$ cat src/transfer_arith_regs.svh
/*
  Constants for the transfer and arithmetic execute block: flag bit
  positions, reset values, address forming and decimal adjust figures.
  Assumes inclusion by bare name from the design files.
*/
`ifndef TRANSFER_ARITH_REGS_SVH
`define TRANSFER_ARITH_REGS_SVH

// Flag positions inside the flag register
`define FLAG_C_BIT      0
`define FLAG_V_BIT      1
`define FLAG_Z_BIT      2
`define FLAG_N_BIT      3
`define FLAG_H_BIT      5
`define FLAGS_RESET     8'h00

// Register file
`define GEN_REG_COUNT   8
`define STACK_PTR_IDX   3'h7
`define GEN_REG_RESET   16'h0000

// Address forming
`define ABS8_PAGE       8'hFF
`define WORD_EVEN_MASK  16'hFFFE
`define STEP_BYTE       16'h0001
`define STEP_WORD       16'h0002

// Decimal adjust
`define BCD_LOW_FIX     8'h06
`define BCD_HIGH_FIX    8'h60
`define BCD_DIGIT_MAX   4'h9
`define BCD_BYTE_MAX    8'h99

`endif

$ cat src/transfer_arith_pkg.sv
/*
  Types shared by the execute block, the memory model and the bench: operation and
  addressing mode codes, the command carrier, flags and memory request.
  Assumes the constants header sits in the same folder.
*/
package transfer_arith_pkg;

  typedef enum logic [3:0] {
    transfer_op,
    stack_store_op,
    stack_load_op,
    sum_op,
    difference_op,
    sum_with_carry_op,
    difference_with_borrow_op,
    plus_one_op,
    minus_one_op,
    pointer_plus_small_op,
    pointer_minus_small_op,
    bcd_fix_after_sum_op,
    bcd_fix_after_difference_op,
    peripheral_out_transfer_op,
    peripheral_in_transfer_op,
    other_op
  } op_t;

  typedef enum logic [2:0] {
    mode_register,
    mode_indirect,
    mode_disp16,
    mode_post_inc,
    mode_pre_decrement,
    mode_abs8,
    mode_abs16,
    mode_immediate
  } mode_t;

  // Byte register index: [2:0] general_reg number, [3] set selects low byte
  typedef struct packed {
    op_t         op;
    logic        word;
    mode_t       mode;
    logic        store;
    logic [3:0]  reg_a;
    logic [3:0]  reg_b;
    logic [15:0] ext;
  } cmd_t;

  typedef struct packed {
    logic [1:0] upper;
    logic       h;
    logic       spare;
    logic       n;
    logic       z;
    logic       v;
    logic       c;
  } flags_t;

  typedef struct packed {
    logic        req;
    logic        we;
    logic        word;
    logic [15:0] addr;
    logic [15:0] wdata;
  } mem_out_t;

  typedef enum logic [1:0] {st_idle, st_fetch, st_exec, st_mem} fsm_t;

  typedef struct packed {
    fsm_t     fsm;
    cmd_t     cmd;
    logic     ready;
    logic     done;
    logic     illegal;
    mem_out_t mem;
    flags_t   flags;
  } core_state_t;

endpackage : transfer_arith_pkg

$ cat src/gen_reg_file.sv
/*
  General register file: entries of sixteen bits with two byte lanes,
  two registered read ports and one write port with byte enables.
  Assumes reads are issued one cycle before the data are used.
*/
`timescale 1ns/1ps
`include "transfer_arith_regs.svh"

module gen_reg_file #(
  parameter int NREG = `GEN_REG_COUNT,
  parameter int AW   = 3
) (
  // Clock and reset
  input  wire logic          clk,
  input  wire logic          resetn,
  // Read ports
  input  wire logic [AW-1:0] ra_idx,
  input  wire logic [AW-1:0] rb_idx,
  output logic      [15:0]   ra_data,
  output logic      [15:0]   rb_data,
  // Write port
  input  wire logic          we,
  input  wire logic [AW-1:0] widx,
  input  wire logic [1:0]    wbe,
  input  wire logic [15:0]   wdata
);

  logic [NREG-1:0][15:0] file_reg;
  logic [NREG-1:0][15:0] file_next;
  logic [15:0]           rda_reg;
  logic [15:0]           rdb_reg;

  ////////////////////////////////////////////////////////////////////////
  // Byte-lane write per entry
  for (genvar g = 0; g < NREG; g++) begin : g_entry
    assign file_next[g][15:8] = (we && widx == AW'(g) && wbe[1]) ? wdata[15:8] : file_reg[g][15:8];
    assign file_next[g][7:0]  = (we && widx == AW'(g) && wbe[0]) ? wdata[7:0]  : file_reg[g][7:0];
  end

  ////////////////////////////////////////////////////////////////////////
  // Old data on a same-cycle write; callers never rely on bypass
  always_ff @(posedge clk or negedge resetn) begin
    if (!resetn) begin
      file_reg <= '0;
      rda_reg  <= `GEN_REG_RESET;
      rdb_reg  <= `GEN_REG_RESET;
    end else begin
      file_reg <= file_next;
      rda_reg  <= file_reg[ra_idx];
      rdb_reg  <= file_reg[rb_idx];
    end
  end

  assign ra_data = rda_reg;
  assign rb_data = rdb_reg;

endmodule : gen_reg_file

$ cat src/transfer_arith_exec.sv
/*
  Execute block for the transfer and arithmetic groups: takes one decoded
  command at a time, reads general registers, computes, touches memory
  and updates the flag register.
  Assumes a memory that holds mem_ack for one cycle per request and an
  upstream decoder that follows the command layout in the package.
*/
`timescale 1ns/1ps
`include "transfer_arith_regs.svh"

// Notes on behaviour
// - Transfer register, memory or immediate, byte/word
// - Listed transfer modes other than short absolute take byte and word
// - Short absolute mode is byte only
// - Peripheral-synchronised transfers are not implemented
// - Stack store: pre-decrement pointer, word write
// - Stack load: word read from the old pointer, pointer incremented when the read is issued
// - Add/subtract registers; add also takes immediate
// - No immediate form of plain subtract
// - Word add/subtract only between registers
// - Carry add, borrow subtract on bytes only
// - Increment/decrement byte register by exactly one
// - Pointer adjust word register by 1 or 2
// - Decimal adjust byte from flags into BCD
// - Word access forces address bit zero low
// - Pointer step 1 for byte, 2 for word
// - Short absolute address has upper byte ones
module transfer_arith_exec (
  // Clock and reset
  input  wire logic                         clk,
  input  wire logic                         resetn,
  // Command from the decoder
  input  wire logic                         cmd_valid,
  input  wire transfer_arith_pkg::cmd_t     cmd,
  output logic                              cmd_ready,
  output logic                              done,
  output logic                              illegal,
  // Memory over the internal bus
  output transfer_arith_pkg::mem_out_t      mem,
  input  wire logic [15:0]                  mem_rdata,
  input  wire logic                         mem_ack,
  // Condition codes
  output transfer_arith_pkg::flags_t        flags
);
  import transfer_arith_pkg::*;

  core_state_t st_reg;
  core_state_t st_next;

  logic [15:0] rf_a;
  logic [15:0] rf_b;
  logic [2:0]  rf_b_idx;
  logic        rf_we;
  logic [2:0]  rf_widx;
  logic [1:0]  rf_be;
  logic [15:0] rf_wdata;

  cmd_t        c;
  logic        in_exec;
  logic        is_stack;
  logic        x_word;
  logic        x_store;
  mode_t       x_mode;
  logic [2:0]  ptr_idx;
  logic [15:0] step;
  logic [15:0] ea;
  logic [7:0]  a_byte;
  logic [7:0]  b_byte;
  logic        refuse;
  logic [15:0] opnd_a;
  logic [15:0] opnd_b;
  logic        sub;
  logic        cin;
  logic [16:0] res17;
  logic [12:0] half13;
  logic [4:0]  half5;
  logic [15:0] arith_res;
  logic        res_sign;
  logic        a_sign;
  logic        b_sign;
  logic [7:0]  bcd_fix;
  logic [7:0]  bcd_res;
  logic        bcd_c;

  function automatic logic [7:0] pick_byte(input logic [15:0] w, input logic low);
    pick_byte = low ? w[7:0] : w[15:8];
  endfunction : pick_byte

  ////////////////////////////////////////////////////////////////////////
  // Register file
  gen_reg_file #(
    .NREG (`GEN_REG_COUNT),
    .AW   (3)
  ) u_regs (
    .clk     (clk),
    .resetn  (resetn),
    .ra_idx  (st_reg.cmd.reg_a[2:0]),
    .rb_idx  (rf_b_idx),
    .ra_data (rf_a),
    .rb_data (rf_b),
    .we      (rf_we),
    .widx    (rf_widx),
    .wbe     (rf_be),
    .wdata   (rf_wdata)
  );

  ////////////////////////////////////////////////////////////////////////
  // Operand and address forming
  always_comb begin
    c        = st_reg.cmd;
    in_exec  = (st_reg.fsm == st_exec);
    is_stack = (c.op == stack_store_op) || (c.op == stack_load_op);
    // Stack forms are word transfers through the stack pointer
    x_word   = is_stack ? 1'b1 : c.word;
    x_store  = is_stack ? (c.op == stack_store_op) : c.store;
    x_mode   = (c.op == stack_store_op) ? mode_pre_decrement :
               (c.op == stack_load_op)  ? mode_post_inc : c.mode;
    ptr_idx  = is_stack ? `STACK_PTR_IDX : c.reg_b[2:0];
    rf_b_idx = ptr_idx;
    step     = x_word ? `STEP_WORD : `STEP_BYTE;
    a_byte   = pick_byte(rf_a, c.reg_a[3]);
    b_byte   = pick_byte(rf_b, c.reg_b[3]);
    case (x_mode)
      mode_disp16:        ea = rf_b + c.ext;
      mode_pre_decrement: ea = rf_b - step;
      mode_abs8:          ea = {`ABS8_PAGE, c.ext[7:0]};
      mode_abs16:         ea = c.ext;
      default:            ea = rf_b;
    endcase
    if (x_word) begin
      ea = ea & `WORD_EVEN_MASK;
    end
  end

  ////////////////////////////////////////////////////////////////////////
  // Forms that are refused before any effect
  always_comb begin
    case (c.op)
      transfer_op:
        refuse = (x_mode == mode_abs8 && x_word) ||
                 (x_mode == mode_immediate && x_store);
      stack_store_op, stack_load_op:
        refuse = 1'b0;
      sum_op:
        refuse = (c.mode != mode_register && c.mode != mode_immediate) ||
                 (c.word && c.mode == mode_immediate);
      difference_op:
        refuse = (c.mode != mode_register);
      sum_with_carry_op, difference_with_borrow_op:
        refuse = c.word || (c.mode != mode_register && c.mode != mode_immediate);
      plus_one_op, minus_one_op:
        refuse = c.word;
      pointer_plus_small_op, pointer_minus_small_op:
        refuse = (c.ext != `STEP_BYTE) && (c.ext != `STEP_WORD);
      bcd_fix_after_sum_op, bcd_fix_after_difference_op:
        refuse = c.word;
      default:
        refuse = 1'b1;
    endcase
  end

  ////////////////////////////////////////////////////////////////////////
  // Adder shared by all arithmetic forms but decimal adjust
  always_comb begin
    sub    = (c.op == difference_op) || (c.op == difference_with_borrow_op) ||
             (c.op == minus_one_op) || (c.op == pointer_minus_small_op);
    cin    = ((c.op == sum_with_carry_op) || (c.op == difference_with_borrow_op)) ? st_reg.flags.c : 1'b0;
    opnd_a = c.word ? rf_a : {8'h00, a_byte};
    case (c.op)
      plus_one_op, minus_one_op:                     opnd_b = 16'h0001;
      pointer_plus_small_op, pointer_minus_small_op: opnd_b = c.ext;
      default: opnd_b = (c.mode == mode_immediate) ? {8'h00, c.ext[7:0]} :
                        (c.word ? rf_b : {8'h00, b_byte});
    endcase
    if (c.op == pointer_plus_small_op || c.op == pointer_minus_small_op) begin
      opnd_a = rf_a;
    end
    res17  = sub ? ({1'b0, opnd_a} - {1'b0, opnd_b} - {16'h0000, cin}) :
                   ({1'b0, opnd_a} + {1'b0, opnd_b} + {16'h0000, cin});
    half13 = sub ? ({1'b0, opnd_a[11:0]} - {1'b0, opnd_b[11:0]} - {12'h000, cin}) :
                   ({1'b0, opnd_a[11:0]} + {1'b0, opnd_b[11:0]} + {12'h000, cin});
    half5  = sub ? ({1'b0, opnd_a[3:0]} - {1'b0, opnd_b[3:0]} - {4'h0, cin}) :
                   ({1'b0, opnd_a[3:0]} + {1'b0, opnd_b[3:0]} + {4'h0, cin});
    arith_res = c.word ? res17[15:0] : {8'h00, res17[7:0]};
    res_sign  = c.word ? res17[15] : res17[7];
    a_sign    = c.word ? opnd_a[15] : opnd_a[7];
    b_sign    = c.word ? opnd_b[15] : opnd_b[7];
  end

  ////////////////////////////////////////////////////////////////////////
  // Decimal adjust from the carry and half-carry left by the last sum or difference
  always_comb begin
    bcd_fix = 8'h00;
    bcd_c   = st_reg.flags.c;
    if (c.op == bcd_fix_after_sum_op) begin
      if (st_reg.flags.h || a_byte[3:0] > `BCD_DIGIT_MAX) begin
        bcd_fix = bcd_fix | `BCD_LOW_FIX;
      end
      if (st_reg.flags.c || a_byte > `BCD_BYTE_MAX) begin
        bcd_fix = bcd_fix | `BCD_HIGH_FIX;
        bcd_c   = 1'b1;
      end
      bcd_res = a_byte + bcd_fix;
    end else begin
      if (st_reg.flags.h) begin
        bcd_fix = bcd_fix | `BCD_LOW_FIX;
      end
      if (st_reg.flags.c) begin
        bcd_fix = bcd_fix | `BCD_HIGH_FIX;
      end
      bcd_res = a_byte - bcd_fix;
    end
  end

  ////////////////////////////////////////////////////////////////////////
  // Sequencer
  always_comb begin
    st_next         = st_reg;
    st_next.done    = 1'b0;
    st_next.illegal = 1'b0;
    rf_we           = 1'b0;
    rf_widx         = c.reg_a[2:0];
    rf_be           = c.reg_a[3] ? 2'b01 : 2'b10;
    rf_wdata        = 16'h0000;
    case (st_reg.fsm)
      st_idle: begin
        st_next.ready = 1'b1;
        if (cmd_valid && st_reg.ready) begin
          st_next.cmd   = cmd;
          st_next.ready = 1'b0;
          st_next.fsm   = st_fetch;
        end
      end
      st_fetch: begin
        st_next.fsm = st_exec;
      end
      st_exec: begin
        st_next.fsm   = st_idle;
        st_next.ready = 1'b1;
        st_next.done  = 1'b1;
        if (refuse) begin
          st_next.illegal = 1'b1;
        end else if (c.op == transfer_op || is_stack) begin
          if (x_mode == mode_register || x_mode == mode_immediate) begin
            rf_we    = 1'b1;
            rf_wdata = (x_mode == mode_immediate) ? (x_word ? c.ext : {2{c.ext[7:0]}}) :
                       (x_word ? rf_b : {2{b_byte}});
            rf_be    = x_word ? 2'b11 : rf_be;
            st_next.flags.n = x_word ? rf_wdata[15] : rf_wdata[7];
            st_next.flags.z = x_word ? (rf_wdata == 16'h0000) : (rf_wdata[7:0] == 8'h00);
            st_next.flags.v = 1'b0;
          end else begin
            if (x_mode == mode_pre_decrement || x_mode == mode_post_inc) begin
              rf_we    = 1'b1;
              rf_widx  = ptr_idx;
              rf_be    = 2'b11;
              rf_wdata = (x_mode == mode_pre_decrement) ? rf_b - step : rf_b + step;
            end
            st_next.mem.req   = 1'b1;
            st_next.mem.we    = x_store;
            st_next.mem.word  = x_word;
            st_next.mem.addr  = ea;
            st_next.mem.wdata = x_word ? rf_a : {8'h00, a_byte};
            if (x_store) begin
              st_next.flags.n = x_word ? rf_a[15] : a_byte[7];
              st_next.flags.z = x_word ? (rf_a == 16'h0000) : (a_byte == 8'h00);
              st_next.flags.v = 1'b0;
            end
            st_next.fsm   = st_mem;
            st_next.ready = 1'b0;
            st_next.done  = 1'b0;
          end
        end else if (c.op == pointer_plus_small_op || c.op == pointer_minus_small_op) begin
          rf_we    = 1'b1;
          rf_be    = 2'b11;
          rf_wdata = res17[15:0];
        end else if (c.op == bcd_fix_after_sum_op || c.op == bcd_fix_after_difference_op) begin
          rf_we    = 1'b1;
          rf_wdata = {2{bcd_res}};
          st_next.flags.n = bcd_res[7];
          st_next.flags.z = (bcd_res == 8'h00);
          st_next.flags.c = bcd_c;
        end else begin
          rf_we    = 1'b1;
          rf_be    = c.word ? 2'b11 : rf_be;
          rf_wdata = c.word ? arith_res : {2{arith_res[7:0]}};
          st_next.flags.n = res_sign;
          st_next.flags.z = (arith_res == 16'h0000);
          st_next.flags.v = sub ? (a_sign != b_sign) && (res_sign != a_sign) :
                                  (a_sign == b_sign) && (res_sign != a_sign);
          st_next.flags.h = c.word ? half13[12] : half5[4];
          if (c.op != plus_one_op && c.op != minus_one_op) begin
            st_next.flags.c = c.word ? res17[16] : res17[8];
          end
        end
      end
      st_mem: begin
        if (mem_ack) begin
          st_next.mem.req = 1'b0;
          st_next.mem.we  = 1'b0;
          st_next.fsm     = st_idle;
          st_next.ready   = 1'b1;
          st_next.done    = 1'b1;
          if (!x_store) begin
            rf_we    = 1'b1;
            rf_be    = x_word ? 2'b11 : rf_be;
            rf_wdata = x_word ? mem_rdata : {2{mem_rdata[7:0]}};
            st_next.flags.n = x_word ? mem_rdata[15] : mem_rdata[7];
            st_next.flags.z = x_word ? (mem_rdata == 16'h0000) : (mem_rdata[7:0] == 8'h00);
            st_next.flags.v = 1'b0;
          end
        end
      end
      default: begin
        st_next.fsm = st_idle;
      end
    endcase
  end

  always_ff @(posedge clk or negedge resetn) begin
    if (!resetn) begin
      st_reg         <= '0;
      st_reg.fsm     <= st_idle;
      st_reg.ready   <= 1'b1;
      st_reg.flags   <= `FLAGS_RESET;
    end else begin
      st_reg <= st_next;
    end
  end

  assign cmd_ready = st_reg.ready;
  assign done      = st_reg.done;
  assign illegal   = st_reg.illegal;
  assign mem       = st_reg.mem;
  assign flags     = st_reg.flags;
endmodule : transfer_arith_exec

$ cat config.mk
export PLATFORM = sky130hd
export DESIGN_NAME = transfer_arith_exec
export DESIGN_NICKNAME = d
export VERILOG_FILES = /design/src/transfer_arith_pkg.sv /design/src/gen_reg_file.sv /design/src/transfer_arith_exec.sv
export VERILOG_INCLUDE_DIRS = /design/src
export SDC_FILE = /design/constraint.sdc
export NUM_CORES = 1
export LEC_CHECK = 0
export BUFFER_PORTS_ARGS = -buffer_cell sky130_fd_sc_hd__buf_4
export CAP_MARGIN = 20
export CELL_PAD_IN_SITES_DETAIL_PLACEMENT = 2
export CELL_PAD_IN_SITES_GLOBAL_PLACEMENT = 2
export CORE_MARGIN = 10
export CORE_UTILIZATION = 36
export CTS_CLUSTER_SIZE = 8
export DETAILED_ROUTE_END_ITERATION = 7
export PLACE_DENSITY_LB_ADDON = 0.12
export SYNTH_ARGS = -nofsm -noshare
export SYNTH_HDL_FRONTEND = slang
export SYNTH_SLANG_ARGS = --single-unit
$ cat constraint.sdc
create_clock -name clk -period 5.1 [get_ports clk]
set_input_delay 0.765 -clock clk [delete_from_list [all_inputs] [get_ports clk]]
set_output_delay 0.765 -clock clk [all_outputs]
set_load 0.02 [all_outputs]
==> results.txt <==
status: completed
drt drc: 0
multiplexer share of the synthesized area: 16.3%
most frequent cells after synthesis: 254 x nand2_1, 237 x dfrtp_1, 162 x mux2_2
Synth warnings: 0
Max Slew Vio Count: 0
syn avg cell area: 9.03 µm²
largest net degree at the start of global routing: 111
number of synthesized flops with an enable pin: 0
CTS Sinks: 238
XOR/XNOR Fraction of Synth Area: 2.89%
Post-Synthesis Cells: 2046
core area: 50500 µm²
adder-cell share of the synthesized area: 5.67%
Vias/cell: 6.02
CP Class: reg2reg
clock root buffer: clkbuf_16
post-synth cell types: 102
Max Freq: 0.203 GHz
Nets: 2275
final number of hold-violating endpoints: 0
Top FF cell, synth: dfrtp_1
CP endpoint kind: flop
initial antenna violation count: 0
grt total ovfl: 0
max_slew headroom: 29.9%
H-tree depth: 2
Synth Area in Compound Gates: 18.8%
synthesized flop and latch total: 238
initial core utilization: 36.6%
first-pass GRT wire length: 125000 µm
Die Wd: 247 µm
max reg flops: 128
worst hold-check path type: in2async
startpoint types: flop
area share of the largest cell type after synthesis: 32.1%
largest area contributor in the netlist: dfrtp_1
final clock skew: 0.0396 ns
gpl congestion: 0.923
CP max FO: 9
top post-synthesis cells by area: dfrtp_1 32%, mux2_2 9.9%, nand2_1 5.2%
latest clock arrival within the worst-skew pair: 0.59 ns
number of buffers created by CTS: 36
Required @ worst endpoint: 5.59 ns
Max-cap violations: 0
Die ar.: 60800 µm²
Setup Slack @ Placement: -0.163 ns
Post-Syn Area: 18500 µm²
cts hold-fix bufs: 0
CTS tree: yes
area delta synth->final: 15.2%
drt pass-1 iters: 5
DRT iter0 DRCs: 1227
drt wl/cell: 29.9 µm
min cycle time layout: 4.91 ns
I/O pins: 99
DP Wirelength: 64900 µm
final worst slack: 0.186 ns
CP arrival: 5.40 ns
Clock Path Buffers: 3
worst-margin pin slew: 1.05 ns
# rows: 82
Routed Antenna Nets: 0
Reg clk slew, reported paths: 0.07 ns
die span in y: 247 µm
Final Cycle Share: 96.4%
All-Layer GR Usage: 27.4%
final WL: 84400 µm
top-count cell post-synth: nand2_1
vias in the first global route: 18100
post-synthesis sequential area ratio: 32.2%
largest family of logic cells by synthesized area: compound AO/OA/AOI/OAI gates
Simple-Gate Fraction of Synth Area: 18.0%
ant diodes: 0
Vias: 17000
layout cells sized above 1: 25.6%
Async SR Flop Fraction: 100%
setup violators final: 0
# port buffers: 95
final cells by class:
type	count	area, µm²
multi-input cells	1572	11500
clock inverters	3	47.5
inverters	62	233
clock buffers	43	948
flip-flops and latches	238	5960
well taps	672	841
repair buffers	233	1760
fillers	5506	29200
cells in the final DEF, fill, tap and decap left out, types with 37 or more instances in the layout:
master     count
mux2_2       162
nor2_1       124
ha_1          71
clkbuf_16     37
inv_1         61
nor2b_1       40
buf_4        231
o21ai_0      106
a21oi_1      119
nand2_1      252
mux2i_1       44
dfrtp_1      232
nand3_1       59
critical path, stage by stage (launching register included):
cell and delay (ns):
dfrtp_1 0.47, buf_4 0.29, mux2i_1 0.59, a21oi_1 0.19
ha_1 0.40, ha_1 0.41, a21oi_2 0.23, o21ai_0 0.18
o311a_1 0.41, o41ai_2 0.31, xor2_1 0.11, mux2_2 0.32
a2111oi_2 0.40, o31a_1 0.16, buf_4 0.16, mux2_2 0.18
routing by layer:
| metal | vias up | global-route usage, % | wire (µm) |
|---|---|---|---|
| met5 | - | 0 | 0 |
| met4 | 0 | 7.90 | 2250 |
| met3 | 103 | 4.35 | 4390 |
| met2 | 424 | 45.6 | 40200 |
| met1 | 8863 | 36.1 | 37500 |
| li1 | 7607 | - | - |
cell families (layout without fill, tap and decap cells):
group,after synthesis,count (layout)
and+or+nand+nor,680,680
adders and majority gates,79,79
AOI/OAI and AO/OA,512,512
muxes,240,240
other,1,3
DFF,238,238
xor gates and xnor gates,58,58
buffers and inverters,238,341
through the flow:
step	utilization [%]	hold slack, ns	instance area (µm²)	TNS, ns	instances
4_1_cts	42.0	0.229	21200	0	2822
6_report	42.2	0.147	21300	0	2823
2_1_floorplan	-	0.440	18500	0	2048
5_1_grt	42.2	0.243	21300	-0.000194	2823
3_5_place_dp	40.0	0.466	20200	-1.24	2775
3_3_place_gp	40.0	0.458	20200	0	2775
path summary, 6_finish.rpt:
path / from / endpoint / slack (ns) / depth (start not counted)
max: c[23] / u_regs.file_reg[46] / 0.19 / 15
min: resetn / mem[13] / 0.15 / 1
max reg2reg: c[23] / u_regs.file_reg[46] / 0.19 / 15
min reg2reg: mem[15] / mem[15] / 0.47 / 2
max in group asynchronous: resetn / u_regs.file_reg[46] / 3.50 / 2
min in group clk: cmd[6] / c[6] / 0.39 / 3
timing repair:
action,CTS,global route
setup endpoints to repair,8,46
gates resized for setup,3,19
setup buffers,1,0
endpoints found under the hold margin,0,0
pin swaps,1,0
gates cloned,0,0
Power is left out: the tool's default activity adds up to more than one toggle a clock period on the data nets, which glitch-free logic cannot reach.
